## config.mk

```make
export PLATFORM = sky130hd
export DESIGN_NAME = cbseq_top
export DESIGN_NICKNAME = d
export VERILOG_FILES = /design/src/inc/cbseq_pkg.sv /design/src/hdl/cbseq_top.sv
export SDC_FILE = /design/constraint.sdc
export NUM_CORES = 1
export LEC_CHECK = 0
export CAP_MARGIN = 20
export CORE_ASPECT_RATIO = 1.1
export CORE_MARGIN = 2
export CORE_UTILIZATION = 55
export DETAILED_ROUTE_END_ITERATION = 10
export DONT_BUFFER_PORTS = 1
export PLACE_DENSITY = 0.69
export SKIP_CTS_REPAIR_TIMING = 1
export SLEW_MARGIN = 25
export SYNTH_ARGS = -nofsm -noshare
export SYNTH_HDL_FRONTEND = slang
export SYNTH_SLANG_ARGS = --single-unit
```

## constraint.sdc

```tcl
create_clock -name CORE_CLK -period 7.9 [get_ports CORE_CLK]
set_clock_uncertainty 0.1 [all_clocks]
set_input_delay 1.58 -clock CORE_CLK [delete_from_list [all_inputs] [get_ports CORE_CLK]]
set_output_delay 1.58 -clock CORE_CLK [all_outputs]
set_load 0.02 [all_outputs]
```

## src/inc/cbseq_pkg.sv

```systemverilog
// Shared types and constants of the bus cycle sequencer.
package cbseq_pkg;

    localparam logic [15:0] CBSEQ_IDLE_ADDR = 16'hFFFF;
    localparam logic [7:0] CBSEQ_PAGE_ZERO = 8'h00;
    localparam logic [15:0] CBSEQ_STEP_ONE = 16'h0001;
    localparam logic [15:0] CBSEQ_STEP_TWO = 16'h0002;
    localparam logic [2:0] CBSEQ_CYC_FIRST = 3'h1;

    // Cycle counts per instruction group.
    localparam logic [2:0] CBSEQ_LEN_IMM8 = 3'h2;
    localparam logic [2:0] CBSEQ_LEN_IMM16_LOAD = 3'h3;
    localparam logic [2:0] CBSEQ_LEN_IMM16_ALU = 3'h4;
    localparam logic [2:0] CBSEQ_LEN_DIR8 = 3'h3;
    localparam logic [2:0] CBSEQ_LEN_DIR_STORE8 = 3'h3;
    localparam logic [2:0] CBSEQ_LEN_DIR16_LOAD = 3'h4;
    localparam logic [2:0] CBSEQ_LEN_DIR16_STORE = 3'h4;
    localparam logic [2:0] CBSEQ_LEN_DIR16_ALU = 3'h5;
    localparam logic [2:0] CBSEQ_LEN_DIR_CALL = 3'h5;

    // Instruction groups that share one bus cycle sequence.
    typedef enum logic [3:0] {
        CBSEQ_IMM8,
        CBSEQ_IMM16_LOAD,
        CBSEQ_IMM16_ALU,
        CBSEQ_DIR8,
        CBSEQ_DIR_STORE8,
        CBSEQ_DIR16_LOAD,
        CBSEQ_DIR16_STORE,
        CBSEQ_DIR16_ALU,
        CBSEQ_DIR_CALL
    } cbseq_class_type;

    // What a single bus cycle does.
    typedef enum logic [3:0] {
        CBSEQ_ST_OPCODE,
        CBSEQ_ST_IMM_BYTE,
        CBSEQ_ST_IMM_HIGH,
        CBSEQ_ST_IMM_LOW,
        CBSEQ_ST_IDLE_READ,
        CBSEQ_ST_OPER_ADDR,
        CBSEQ_ST_DIR_BYTE,
        CBSEQ_ST_DIR_HIGH,
        CBSEQ_ST_DIR_LOW,
        CBSEQ_ST_WR_ACC,
        CBSEQ_ST_WR_HIGH,
        CBSEQ_ST_WR_LOW,
        CBSEQ_ST_IGNORED,
        CBSEQ_ST_SUB_FETCH,
        CBSEQ_ST_PUSH_LOW,
        CBSEQ_ST_PUSH_HIGH
    } cbseq_step_type;

    typedef struct packed {
        logic valid;
        logic rw;
        logic [15:0] addr;
        logic [7:0] wdata;
        cbseq_step_type step;
    } cbseq_bus_type;

    typedef struct packed {
        logic [15:0] opcode_addr;
        logic [15:0] sub_addr;
        logic [15:0] reg_word;
        logic [7:0] acc;
        logic [15:0] stack_ptr;
        logic [15:0] ret_addr;
    } cbseq_ctx_type;

endpackage : cbseq_pkg

```

## src/hdl/cbseq_top.sv

```systemverilog
// Bus cycle sequencer for immediate and direct addressing instructions.
// Notes on behaviour
// - First cycle fetches opcode; immediate byte takes two.
// - Immediate 16-bit loads read two bytes, three cycles.
// - 16-bit arithmetic appends idle read at FFFF.
// - Same group and length give identical sequences.
// - Direct 16-bit loads read high then low.
// - Direct 16-bit stores write high then low.
// - Direct call ignores byte, fetches subroutine opcode.
// - Direct call pushes return low then high.
`timescale 1ns/1ns
module cbseq_top
    import cbseq_pkg::*;
(
    input wire logic CORE_CLK,
    input wire logic SRST,
    input wire logic START,
    input wire cbseq_class_type CLASS,
    input wire cbseq_ctx_type CTX,
    input wire logic [7:0] RD_DATA,
    output logic READY,
    output cbseq_bus_type BUS,
    output logic DONE,
    output logic [15:0] OPERAND
);

    // The sequence is a pure function of group and cycle, so every member of a group
    // necessarily produces the same bus cycles.
    function automatic cbseq_step_type step_of(cbseq_class_type cls, logic [2:0] cyc);
        cbseq_step_type s;
        s = CBSEQ_ST_OPCODE;
        if (cyc != CBSEQ_CYC_FIRST) begin
            unique case (cls)
                CBSEQ_IMM8: s = CBSEQ_ST_IMM_BYTE;
                CBSEQ_IMM16_LOAD, CBSEQ_IMM16_ALU: begin
                    s = (cyc == 3'h2) ? CBSEQ_ST_IMM_HIGH :
                        (cyc == 3'h3) ? CBSEQ_ST_IMM_LOW : CBSEQ_ST_IDLE_READ;
                end
                CBSEQ_DIR8: s = (cyc == 3'h2) ? CBSEQ_ST_OPER_ADDR : CBSEQ_ST_DIR_BYTE;
                CBSEQ_DIR_STORE8: s = (cyc == 3'h2) ? CBSEQ_ST_OPER_ADDR : CBSEQ_ST_WR_ACC;
                CBSEQ_DIR16_LOAD, CBSEQ_DIR16_ALU: begin
                    s = (cyc == 3'h2) ? CBSEQ_ST_OPER_ADDR :
                        (cyc == 3'h3) ? CBSEQ_ST_DIR_HIGH :
                        (cyc == 3'h4) ? CBSEQ_ST_DIR_LOW : CBSEQ_ST_IDLE_READ;
                end
                CBSEQ_DIR16_STORE: begin
                    s = (cyc == 3'h2) ? CBSEQ_ST_OPER_ADDR :
                        (cyc == 3'h3) ? CBSEQ_ST_WR_HIGH : CBSEQ_ST_WR_LOW;
                end
                CBSEQ_DIR_CALL: begin
                    s = (cyc == 3'h2) ? CBSEQ_ST_IGNORED :
                        (cyc == 3'h3) ? CBSEQ_ST_SUB_FETCH :
                        (cyc == 3'h4) ? CBSEQ_ST_PUSH_LOW : CBSEQ_ST_PUSH_HIGH;
                end
                default: s = CBSEQ_ST_OPCODE;
            endcase
        end
        return s;
    endfunction : step_of

    function automatic logic [2:0] len_of(cbseq_class_type cls);
        logic [2:0] n;
        n = CBSEQ_LEN_IMM8;
        unique case (cls)
            CBSEQ_IMM8: n = CBSEQ_LEN_IMM8;
            CBSEQ_IMM16_LOAD: n = CBSEQ_LEN_IMM16_LOAD;
            CBSEQ_IMM16_ALU: n = CBSEQ_LEN_IMM16_ALU;
            CBSEQ_DIR8: n = CBSEQ_LEN_DIR8;
            CBSEQ_DIR_STORE8: n = CBSEQ_LEN_DIR_STORE8;
            CBSEQ_DIR16_LOAD: n = CBSEQ_LEN_DIR16_LOAD;
            CBSEQ_DIR16_STORE: n = CBSEQ_LEN_DIR16_STORE;
            CBSEQ_DIR16_ALU: n = CBSEQ_LEN_DIR16_ALU;
            CBSEQ_DIR_CALL: n = CBSEQ_LEN_DIR_CALL;
            default: n = CBSEQ_LEN_IMM8;
        endcase
        return n;
    endfunction : len_of

    logic active;
    cbseq_class_type cls;
    logic [2:0] cyc;
    cbseq_ctx_type ctx;
    logic [15:0] oper_addr;
    logic [15:0] operand;
    logic done;
    cbseq_bus_type bus;

    logic next_active;
    cbseq_class_type next_cls;
    logic [2:0] next_cyc;
    cbseq_ctx_type next_ctx;
    logic [15:0] next_oper_addr;
    logic [15:0] next_operand;
    logic next_done;
    cbseq_bus_type next_bus;
    logic last;
    logic take;
    cbseq_step_type cur_step;
    cbseq_step_type nxt_step;

    assign last = active && (cyc == len_of(cls));
    assign READY = !active || last;
    assign take = START && READY;
    assign cur_step = step_of(cls, cyc);

    always_comb begin
        next_active = active;
        next_cls = cls;
        next_cyc = cyc;
        next_ctx = ctx;
        next_oper_addr = oper_addr;
        next_operand = operand;
        next_done = last;
        // Read data belongs to the cycle now on the bus and is captured at its end.
        if (active) begin
            unique case (cur_step)
                CBSEQ_ST_OPER_ADDR: next_oper_addr = {CBSEQ_PAGE_ZERO, RD_DATA};
                CBSEQ_ST_IMM_BYTE, CBSEQ_ST_DIR_BYTE: next_operand = {CBSEQ_PAGE_ZERO, RD_DATA};
                CBSEQ_ST_IMM_HIGH, CBSEQ_ST_DIR_HIGH: next_operand = {RD_DATA, operand[7:0]};
                CBSEQ_ST_IMM_LOW, CBSEQ_ST_DIR_LOW: next_operand = {operand[15:8], RD_DATA};
                default: next_operand = operand;
            endcase
        end
        if (take) begin
            next_active = 1'b1;
            next_cls = CLASS;
            next_cyc = CBSEQ_CYC_FIRST;
            next_ctx = CTX;
        end else if (last) begin
            next_active = 1'b0;
        end else if (active) begin
            next_cyc = cyc + 3'h1;
        end
        nxt_step = step_of(next_cls, next_cyc);
        next_bus.valid = next_active;
        next_bus.rw = 1'b1;
        next_bus.addr = CBSEQ_IDLE_ADDR;
        next_bus.wdata = 8'h00;
        next_bus.step = nxt_step;
        if (next_active) begin
            unique case (nxt_step)
                CBSEQ_ST_OPCODE: next_bus.addr = next_ctx.opcode_addr;
                CBSEQ_ST_IMM_BYTE, CBSEQ_ST_IMM_HIGH, CBSEQ_ST_OPER_ADDR, CBSEQ_ST_IGNORED: begin
                    next_bus.addr = next_ctx.opcode_addr + CBSEQ_STEP_ONE;
                end
                CBSEQ_ST_IMM_LOW: next_bus.addr = next_ctx.opcode_addr + CBSEQ_STEP_TWO;
                CBSEQ_ST_IDLE_READ: next_bus.addr = CBSEQ_IDLE_ADDR;
                CBSEQ_ST_DIR_BYTE, CBSEQ_ST_DIR_HIGH: next_bus.addr = next_oper_addr;
                CBSEQ_ST_DIR_LOW: next_bus.addr = next_oper_addr + CBSEQ_STEP_ONE;
                CBSEQ_ST_WR_ACC: begin
                    next_bus.addr = next_oper_addr;
                    next_bus.rw = 1'b0;
                    next_bus.wdata = next_ctx.acc;
                end
                CBSEQ_ST_WR_HIGH: begin
                    next_bus.addr = next_oper_addr;
                    next_bus.rw = 1'b0;
                    next_bus.wdata = next_ctx.reg_word[15:8];
                end
                CBSEQ_ST_WR_LOW: begin
                    next_bus.addr = next_oper_addr + CBSEQ_STEP_ONE;
                    next_bus.rw = 1'b0;
                    next_bus.wdata = next_ctx.reg_word[7:0];
                end
                CBSEQ_ST_SUB_FETCH: next_bus.addr = next_ctx.sub_addr;
                // The push order follows the upward stack addressing as printed.
                CBSEQ_ST_PUSH_LOW: begin
                    next_bus.addr = next_ctx.stack_ptr;
                    next_bus.rw = 1'b0;
                    next_bus.wdata = next_ctx.ret_addr[7:0];
                end
                CBSEQ_ST_PUSH_HIGH: begin
                    next_bus.addr = next_ctx.stack_ptr + CBSEQ_STEP_ONE;
                    next_bus.rw = 1'b0;
                    next_bus.wdata = next_ctx.ret_addr[15:8];
                end
            endcase
        end
    end

    always_ff @(posedge CORE_CLK) begin
        if (SRST) begin
            active <= 1'b0;
            cls <= CBSEQ_IMM8;
            cyc <= CBSEQ_CYC_FIRST;
            ctx <= '0;
            oper_addr <= 16'h0000;
            operand <= 16'h0000;
            done <= 1'b0;
            bus <= '{valid: 1'b0, rw: 1'b1, addr: CBSEQ_IDLE_ADDR, wdata: 8'h00,
                     step: CBSEQ_ST_OPCODE};
        end else begin
            active <= next_active;
            cls <= next_cls;
            cyc <= next_cyc;
            ctx <= next_ctx;
            oper_addr <= next_oper_addr;
            operand <= next_operand;
            done <= next_done;
            bus <= next_bus;
        end
    end

    assign BUS = bus;
    assign DONE = done;
    assign OPERAND = operand;
endmodule : cbseq_top

```

==> impl_metrics.json, run 1 <==
{
  "worstPathArrival_ns": 6.48,
  "setup_slack_ns": 1.67,
  "clock_power_share": 0.388,
  "grt_max_degree": 131,
  "critical-path-slowest-cell": "o41a_2",
  "internal_power_uw": 1540,
  "crit_end": "BUS[27]",
  "num_io_pins": 151,
  "r2r-end": "BUS[27]",
  "status": "complete, no violations",
  "rsz0062_at_grt": "no",
  "synth_top_area_frac": 0.396,
  "power_density_mw_per_mm2": 253,
  "tns_ns": 0,
  "synth_area_per_cell_um2": 8.79,
  "yosys.cell_types.count": 84,
  "core_mm2": 0.0144,
  "vias": 6918,
  "synthCells": 925,
  "syn_area_mm2": 0.00814,
  "grtUsageTotal": 0.290,
  "drc": 0,
  "worstSkewPairLatency_ns": 0.43,
  "timing.reg2reg.setup_slack_ns": 1.94,
  "whs_ns": 0.364,
  "seq_area_frac_synth": 0.396,
  "tightestPinTransition_ns": 0.998,
  "grt.overflow.total": 0,
  "p_sw_frac": 0.312,
  "vdd_drop_max_mv": 0.171,
  "synth_edf_count": 0,
  "wl_mm": 23.1,
  "cp_cell_sequence": "inv_2 > o41a_2 > buf_4 > mux2i_1 > o31a_1 > buf_4 > nand3_1 > nor2_1 > nand3_1 > o32a_1 > o21ai_1 > nand3_4 > or4b_4 > xnor2_2 > o211ai_1",
  "worstSetupStartpointType": "input pin",
  "drive_above_1_share": 0.0818,
  "initial_core_util": 0.563,
  "timing.slew.headroom": 0.334,
  "drt_iter0_markers": 723,
  "fin_crit_ns": 6.23,
  "cap_violations": 0,
  "grt_pass1_wl_mm": 36.2,
  "synthArstFlopShare": 0,
  "power_leakage_uw": 0.00372,
  "dieHeight_um": 132,
  "antenna_found_initial": 0,
  "area_growth_syn_to_layout_pct": 8.92,
  "hp-start": "oper_addr[8]",
  "path_max_fanout": 33,
  "ys.warnings.count": 0,
  "crit_start": "START",
  "cp.required_ns": 8.15,
  "seqPwrFrac": 0.411,
  "synthFlopType": "dfxtp_1",
  "die_x_um": 120,
  "hpwl_mm": 16.7,
  "fmax_mhz": 161,
  "r2r_start": "cyc[2]",
  "vias_per_cell": 6.24,
  "p_comb_frac": 0.201,
  "worstHoldPathType": "flip-flop to flip-flop",
  "pre_cts_ws_ns": 1.30,
  "switching_power_uw": 699,
  "finalMaxSlewViolations": 0,
  "cts_root_buffer": "clkbuf_16",
  "gp_congestion": 0.906,
  "clk_pin_slew_ns": 0.07,
  "yosys-top-cells-area": "dfxtp_1, mux2i_1, nor2_1",
  "cts_tree": "built",
  "cts_buffer_depth": 2,
  "num-nets-final": 1015,
  "die_area_mm2": 0.0158,
  "yosys.area.top_type": "dfxtp_1",
  "crit_type": "input pin to flip-flop",
  "grt_pass1_vias": 6641,
  "cts_sinks": 161,
  "port_buffers": 0,
  "dr.pass1.iters": 5,
  "slowest_delay_ns": 0.65,
  "syn_nets": 1036,
  "numCtsBuffers": 17,
  "setup_viol": 0,
  "drtAntennaViolNets": 0,
  "end_kind": "flip-flop",
  "rows": 46,
  "ys_seq_elements": 161,
  "wire_per_inst_um": 20.8,
  "fin_crit_sh": 0.788,
  "hold_viol": 0,
  "worst-r2r-cell-count": 15,
  "htree_levels": 4,
  "antenna_cells": 0
}
-- power by group through the flow --
stage | clock network, µW | logic [µW] | registers, µW
after floorplan | 0 | 363 | 925
after global placement | 0 | 434 | 939
after global routing | 914 | 490 | 928
after detailed placement | 0 | 442 | 941
after CTS | 880 | 444 | 923
final | 870 | 452 | 922
-- registers in the layout, summed over array words and instances (netlist names), named ones only --
register   cells
OPERAND       16
DONE           1
cyc            3
BUS           30
oper_addr     16
ctx           88
cls            4
-- metrics by stage --
stage               area (µm²)  cells  utilization  total power [µW]
floorplan                 8140    925            -              1290
global placement          8230   1077        0.570              1370
detailed placement        8230   1077        0.570              1380
CTS                       8860   1109        0.613              2250
global route              8860   1109        0.613              2330
finish                    8860   1109        0.613              2240
-- how the worst min path moves through the flow --
stage | endpoint | slack (ns) | cells after the start
global route | oper_addr[8] | 0.39 | 2
finish | oper_addr[8] | 0.36 | 2
detailed placement | oper_addr[8] | 0.35 | 2
CTS | oper_addr[8] | 0.36 | 2
global placement | oper_addr[8] | 0.34 | 2
floorplan | oper_addr[12] | 0.33 | 2
-- cells in the mapped netlist, types with 4 or more instances --
| cell | number |
|---|---|
| a22oi_1 | 12 |
| nor2b_1 | 4 |
| nor3b_1 | 7 |
| xor2_1 | 11 |
| inv_1 | 21 |
| o22ai_1 | 36 |
| nand2_1 | 55 |
| nand2b_1 | 10 |
| o211ai_1 | 4 |
| o22a_1 | 4 |
| nor4_1 | 5 |
| mux2_2 | 5 |
| clkbuf_1 | 36 |
| ha_1 | 8 |
| nand4_1 | 8 |
| a21o_1 | 6 |
| dfxtp_1 | 161 |
| and2_1 | 11 |
| o21ai_0 | 27 |
| xnor2_1 | 19 |
| o311ai_0 | 4 |
| buf_2 | 9 |
| nand3_1 | 19 |
| nor2_1 | 183 |
| o221ai_1 | 12 |
| a21oi_1 | 20 |
| or3_1 | 6 |
| nor3_1 | 25 |
| mux2i_1 | 114 |
-- cells by family after synthesis --
| kind of cell | count (synthesis) | share of synthesized area |
|---|---|---|
| buf+inv | 74 | 0.0388 |
| simple gates | 351 | 0.198 |
| fa+ha+maj | 8 | 0.0123 |
| compound gates | 173 | 0.157 |
| mux | 123 | 0.155 |
| flops | 161 | 0.396 |
| xor+xnor | 35 | 0.0423 |
-- final cells by class --
class	instances	area (µm²)
Clock buffer	19	433
Timing Repair Buffer	11	82.6
Tap cell	192	240
Sequential cell	161	3220
Clock inverter	13	198
Inverter	23	86.3
Multi-Input combinational cell	690	4600
Fill cell	1287	5590
-- critical path, delay by kind of cell --
| kind | cells | cell delay, ns |
|---|---|---|
| mux | 1 | 0.42 |
| buf+inv | 3 | 0.68 |
| compound gates | 5 | 1.78 |
| xor+xnor | 1 | 0.14 |
| simple gates | 5 | 1.84 |
-- placed cells by master (no fill, tap or decap), types with 10 or more instances in the layout --
| cell type | instances |
|---|---|
| nand2b_1 | 10 |
| nand2_1 | 55 |
| o221ai_1 | 12 |
| o21ai_0 | 27 |
| xnor2_1 | 19 |
| mux2i_1 | 114 |
| a21oi_1 | 20 |
| nand3_1 | 19 |
| and2_1 | 11 |
| a22oi_1 | 12 |
| clkbuf_16 | 17 |
| nor3_1 | 25 |
| inv_1 | 21 |
| xor2_1 | 11 |
| o22ai_1 | 36 |
| nor2_1 | 183 |
| dfxtp_1 | 161 |
| buf_4 | 11 |
-- metal layers --
metal | global-route usage | routed length (µm) | vias up | share of wire
met4 | 0.0856 | 396 | 0 | 0.017
met1 | 0.375 | 9800 | 3299 | 0.42
met5 | 0 | 0 | - | 0
met2 | 0.480 | 11100 | 306 | 0.48
li1 | - | - | 3272 | -
met3 | 0.0677 | 1800 | 41 | 0.078
Note: power is estimated with default switching activity, not from simulation.
==> run 2: changes to the inputs <==
- clock period: 7.9 -> 6.2 ns (I/O delays scaled with it)
==> run 2 against run 1 <==
Against the previous run:
- sequential power rose by 28%
- count of clock-buffer cells in the layout fell by 1
- non-clock buffer count is 9 higher
- global-route usage grew 0.52 points
- setup slack worse by 0.76 ns
- critical path depth up 1
- design area is 0.37% higher
- utilization is 0.23 points higher
- clock power grew 22%
- critical endpoint is now BUS[24]
==> impl_metrics.json, run 2 (same netlist as run 1, synthesis figures left out) <==
{
  "drt_iter0_markers": 840,
  "antenna_cells": 0,
  "core_mm2": 0.0144,
  "largest_reg_flops": 88,
  "path_max_fanout": 25,
  "initial_core_util": 0.563,
  "drive_above_1_share": 0.0929,
  "drtAntennaViolNets": 0,
  "port_buffers": 0,
  "switching_power_uw": 921,
  "worstPathArrival_ns": 5.47,
  "grt_pass1_wl_mm": 36.6,
  "power_leakage_uw": 0.00373,
  "design_area_mm2": 0.00889,
  "worst-r2r-cell-count": 16,
  "grt_max_degree": 131,
  "fin_crit_ns": 5.29,
  "tightestPinTransition_ns": 0.828,
  "clock_power_share": 0.376,
  "tns_ns": 0,
  "finalMaxSlewViolations": 0,
  "fin_crit_sh": 0.853,
  "hold_end": "oper_addr[8]",
  "vdd_drop_max_mv": 0.202,
  "r2r_start": "cyc[2]",
  "dieHeight_um": 132,
  "stdcell_count": 1118,
  "gp_congestion": 0.912,
  "die_x_um": 120,
  "vias": 6927,
  "grtUsageTotal": 0.295,
  "regMostFlops": "ctx",
  "setup_viol": 0,
  "grt_pass1_vias": 6527,
  "internal_power_uw": 1900,
  "p_sw_frac": 0.327,
  "num_io_pins": 151,
  "clk_pin_slew_ns": 0.08,
  "cp.required_ns": 6.38,
  "rsz0062_at_grt": "no",
  "cts_root_buffer": "clkbuf_16",
  "hold_viol": 0,
  "rows": 46,
  "status": "complete, no violations",
  "area_growth_syn_to_layout_pct": 9.32,
  "numPlacedInstances": 1086,
  "cts_sinks": 161,
  "cap_violations": 0,
  "num-nets-final": 1024,
  "grt.overflow.total": 0,
  "worstSetupStartpointType": "input pin",
  "vias_per_cell": 6.20,
  "end_kind": "flip-flop",
  "worstSkewPairLatency_ns": 0.44,
  "dpl_cell_area_mm2": 0.00830,
  "seqPwrFrac": 0.418,
  "hold_path_depth": 2,
  "final_common_cell": "nor2_1",
  "timing.reg2reg.setup_slack_ns": 0.94,
  "crit_type": "input pin to flip-flop",
  "antenna_found_initial": 0,
  "cts_tree": "built",
  "numCtsBuffers": 17,
  "worstHoldPathType": "flip-flop to flip-flop",
  "htree_levels": 4,
  "wl_mm": 23.4,
  "hp-start": "oper_addr[8]",
  "die_area_mm2": 0.0158,
  "layout_common_cells": "nor2_1, dfxtp_1, mux2i_1, nand2_1, o22ai_1",
  "hpwl_mm": 17.2,
  "cts_buffer_depth": 2,
  "drc": 0,
  "timing.slew.headroom": 0.443,
  "dr.pass1.iters": 6,
  "p_comb_frac": 0.206,
  "power_density_mw_per_mm2": 317,
  "r2r-end": "BUS[24]",
  "fmax_mhz": 189,
  "wire_per_inst_um": 20.9
}
==> run 2: worst max path at each step <==
| stage | start | cells past startpoint | slack (ns) | end |
|---|---|---|---|---|
| finish | START | 16 | 0.91 | BUS[24] |
| global route | cyc[2] | 16 | 0.54 | BUS[24] |
| CTS | START | 16 | 0.97 | BUS[24] |
| detailed placement | START | 16 | 0.52 | BUS[24] |
| global placement | START | 14 | 0.62 | BUS[27] |
| floorplan | START | 16 | 1.13 | BUS[27] |
==> run 2: metrics by stage <==
stage	util	total power [µW]	hold slack (ns)	worst slack (ns)
final	0.616	2820	0.369	0.914
after global routing	0.616	2930	0.408	0.540
after CTS	0.615	2820	0.367	0.967
after detailed placement	0.574	1770	0.354	0.524
after global placement	0.574	1760	0.352	0.623
after floorplan	-	1640	0.331	1.13
==> run 2: critical path: stages <==
cell and delay, ns:
inv_2 0.04, o41a_2 0.69, buf_4 0.34, a31o_2 0.30, a32oi_1 0.22, and2_1 0.49, xnor2_2 0.27, or3_4 0.47
nand3_1 0.10, ha_1 0.15, inv_1 0.07, a211oi_2 0.29, nand4_1 0.25, nor3_1 0.26, xnor2_1 0.14, o221ai_1 0.13
==> run 2: power groups by stage <==
stage | registers (µW) | clock network (µW) | logic, µW
6_report | 1180 | 1060 | 581
5_1_grt | 1180 | 1120 | 631
4_1_cts | 1180 | 1070 | 571
3_5_place_dp | 1200 | 0 | 567
3_3_place_gp | 1200 | 0 | 558
2_1_floorplan | 1180 | 0 | 462
==> run 2: cell type report <==
class,instances,area [µm²]
inverter,23,86.3
sequential,161,3220
tap,192,240
clock buffer,18,429
timing repair buffer,20,150
fill,1272,5550
clock inverter,14,163
multi-input combinational,690,4600
==> run 2: per-layer routing <==
| layer | vias to the layer above | wire length [µm] | global-route usage |
|---|---|---|---|
| met1 | 3313 | 10200 | 0.391 |
| met4 | 0 | 572 | 0.0902 |
| met3 | 44 | 1540 | 0.0734 |
| met2 | 283 | 11100 | 0.473 |
| li1 | 3287 | - | - |
| met5 | - | 0 | 0 |
==> run 3: changes to the inputs <==
- CELL_PAD_IN_SITES_DETAIL_PLACEMENT: not set -> 1
- CELL_PAD_IN_SITES_GLOBAL_PLACEMENT: not set -> 1
- CORE_UTILIZATION: 55 -> 48
- PLACE_DENSITY: 0.69 -> 0.79
==> run 3 against run 2 <==
Against the previous run:
- sequential power hardly changed
- cell count grew 0.72%
- combinational power barely moved
- fmax down 2.7%
- highest routed layer unchanged
==> impl_metrics.json, run 3 (same netlist as run 1, synthesis figures left out) <==
{
  "antenna_cells": 0,
  "numPlacedInstances": 1094,
  "layout_common_cells": "nor2_1, dfxtp_1, mux2i_1, nand2_1, o22ai_1",
  "tns_ns": 0,
  "cp.required_ns": 6.38,
  "fmax_mhz": 184,
  "die_area_mm2": 0.0180,
  "vdd_drop_max_mv": 0.203,
  "num-nets-final": 1020,
  "grt.overflow.total": 0,
  "worstPathArrival_ns": 5.61,
  "dieHeight_um": 141,
  "rsz0062_at_grt": "no",
  "hold_viol": 0,
  "drt_iter0_markers": 546,
  "cts_sinks": 161,
  "numCtsBuffers": 17,
  "worstSkewPairLatency_ns": 0.43,
  "area_growth_syn_to_layout_pct": 9.60,
  "grt_pass1_wl_mm": 40.3,
  "grt_pass1_vias": 7212,
  "largest_reg_flops": 88,
  "gp_congestion": 0.916,
  "grt_max_degree": 131,
  "power_leakage_uw": 0.00374,
  "wire_per_inst_um": 22.7,
  "dr.pass1.iters": 5,
  "total_power_uw": 2870,
  "fin_crit_sh": 0.876,
  "drtAntennaViolNets": 0,
  "multi_input_area_mm2": 0.00460,
  "worstSetupStartpointType": "flip-flop",
  "clk_pin_slew_ns": 0.08,
  "antenna_found_initial": 0,
  "crit_type": "flip-flop to flip-flop",
  "initial_core_util": 0.493,
  "regMostFlops": "ctx",
  "vias": 7005,
  "hpwl_mm": 18.8,
  "wl_mm": 25.6,
  "vias_per_cell": 6.22,
  "finalMaxSlewViolations": 0,
  "status": "complete, no violations",
  "die_x_um": 128,
  "cts_tree": "built",
  "stdcell_count": 1126,
  "cts_buffer_depth": 2,
  "rows": 49,
  "timing.slew.headroom": 0.329,
  "drc": 0,
  "setup_viol": 0,
  "power_density_mw_per_mm2": 322,
  "seq_area_mm2": 0.00322,
  "grtUsageTotal": 0.287,
  "end_kind": "flip-flop",
  "htree_levels": 4,
  "port_buffers": 0,
  "cap_violations": 0,
  "cts_root_buffer": "clkbuf_16",
  "worstHoldPathType": "flip-flop to flip-flop",
  "final_common_cell": "nor2_1",
  "core_mm2": 0.0165,
  "hold_path_depth": 2,
  "tightestPinTransition_ns": 0.999,
  "fin_crit_ns": 5.43,
  "drive_above_1_share": 0.0889,
  "worst-r2r-cell-count": 11,
  "num_io_pins": 151,
  "fill_cells": 1886,
  "path_max_fanout": 17
}
run 3: layout make-up:
type,count,area share
Inverter,23,0.00968
Timing Repair Buffer,16,0.0135
Multi-Input combinational cell,690,0.516
Clock buffer,17,0.0477
Tap cell,204,0.0286
Sequential cell,161,0.361
Clock inverter,15,0.0233
run 3: layer usage:
metal,up-vias,part of all wire,track usage
li1,3269,-,-
met1,3483,0.44,0.369
met2,213,0.49,0.488
met3,40,0.046,0.0508
met4,0,0.021,0.0925
met5,-,0,0
run 3: critical path: stages, from the launching register on:
cell       delay (ns)
dfxtp_1          0.57
xor2_2           0.22
o31ai_4          0.88
mux2i_1          0.56
o22ai_1          0.21
a222oi_1         0.78
nor2_1           0.16
nand2_1          0.39
buf_4            0.34
o22ai_1          0.13
a2111oi_0        0.75
o211ai_1         0.17
run 3: worst paths after layout:
kind | startpoint | to | slack (ns)
worst max register to register | cyc[2] | BUS[27] | 0.77
worst max-delay path | cyc[2] | BUS[27] | 0.77
worst min-delay path | oper_addr[8] | oper_addr[8] | 0.37
worst min register to register | oper_addr[8] | oper_addr[8] | 0.37
run 3: report_power, final:
part	leakage, µW	internal (µW)	switching, µW	total, µW
clock	0.000307	590	524	1110
combinational	0.00211	209	372	581
sequential	0.00132	1110	71.0	1180
run 3: through the flow:
| stage | utilization | setup slack (ns) | hold slack (ns) | area (µm²) |
|---|---|---|---|---|
| finish | 0.541 | 0.768 | 0.372 | 8920 |
| global route | 0.541 | 0.308 | 0.405 | 8920 |
| CTS | 0.541 | 0.828 | 0.372 | 8920 |
| detailed placement | 0.502 | 0.456 | 0.361 | 8280 |
| global placement | 0.502 | 0.545 | 0.364 | 8280 |
| floorplan | - | 1.13 | 0.331 | 8140 |
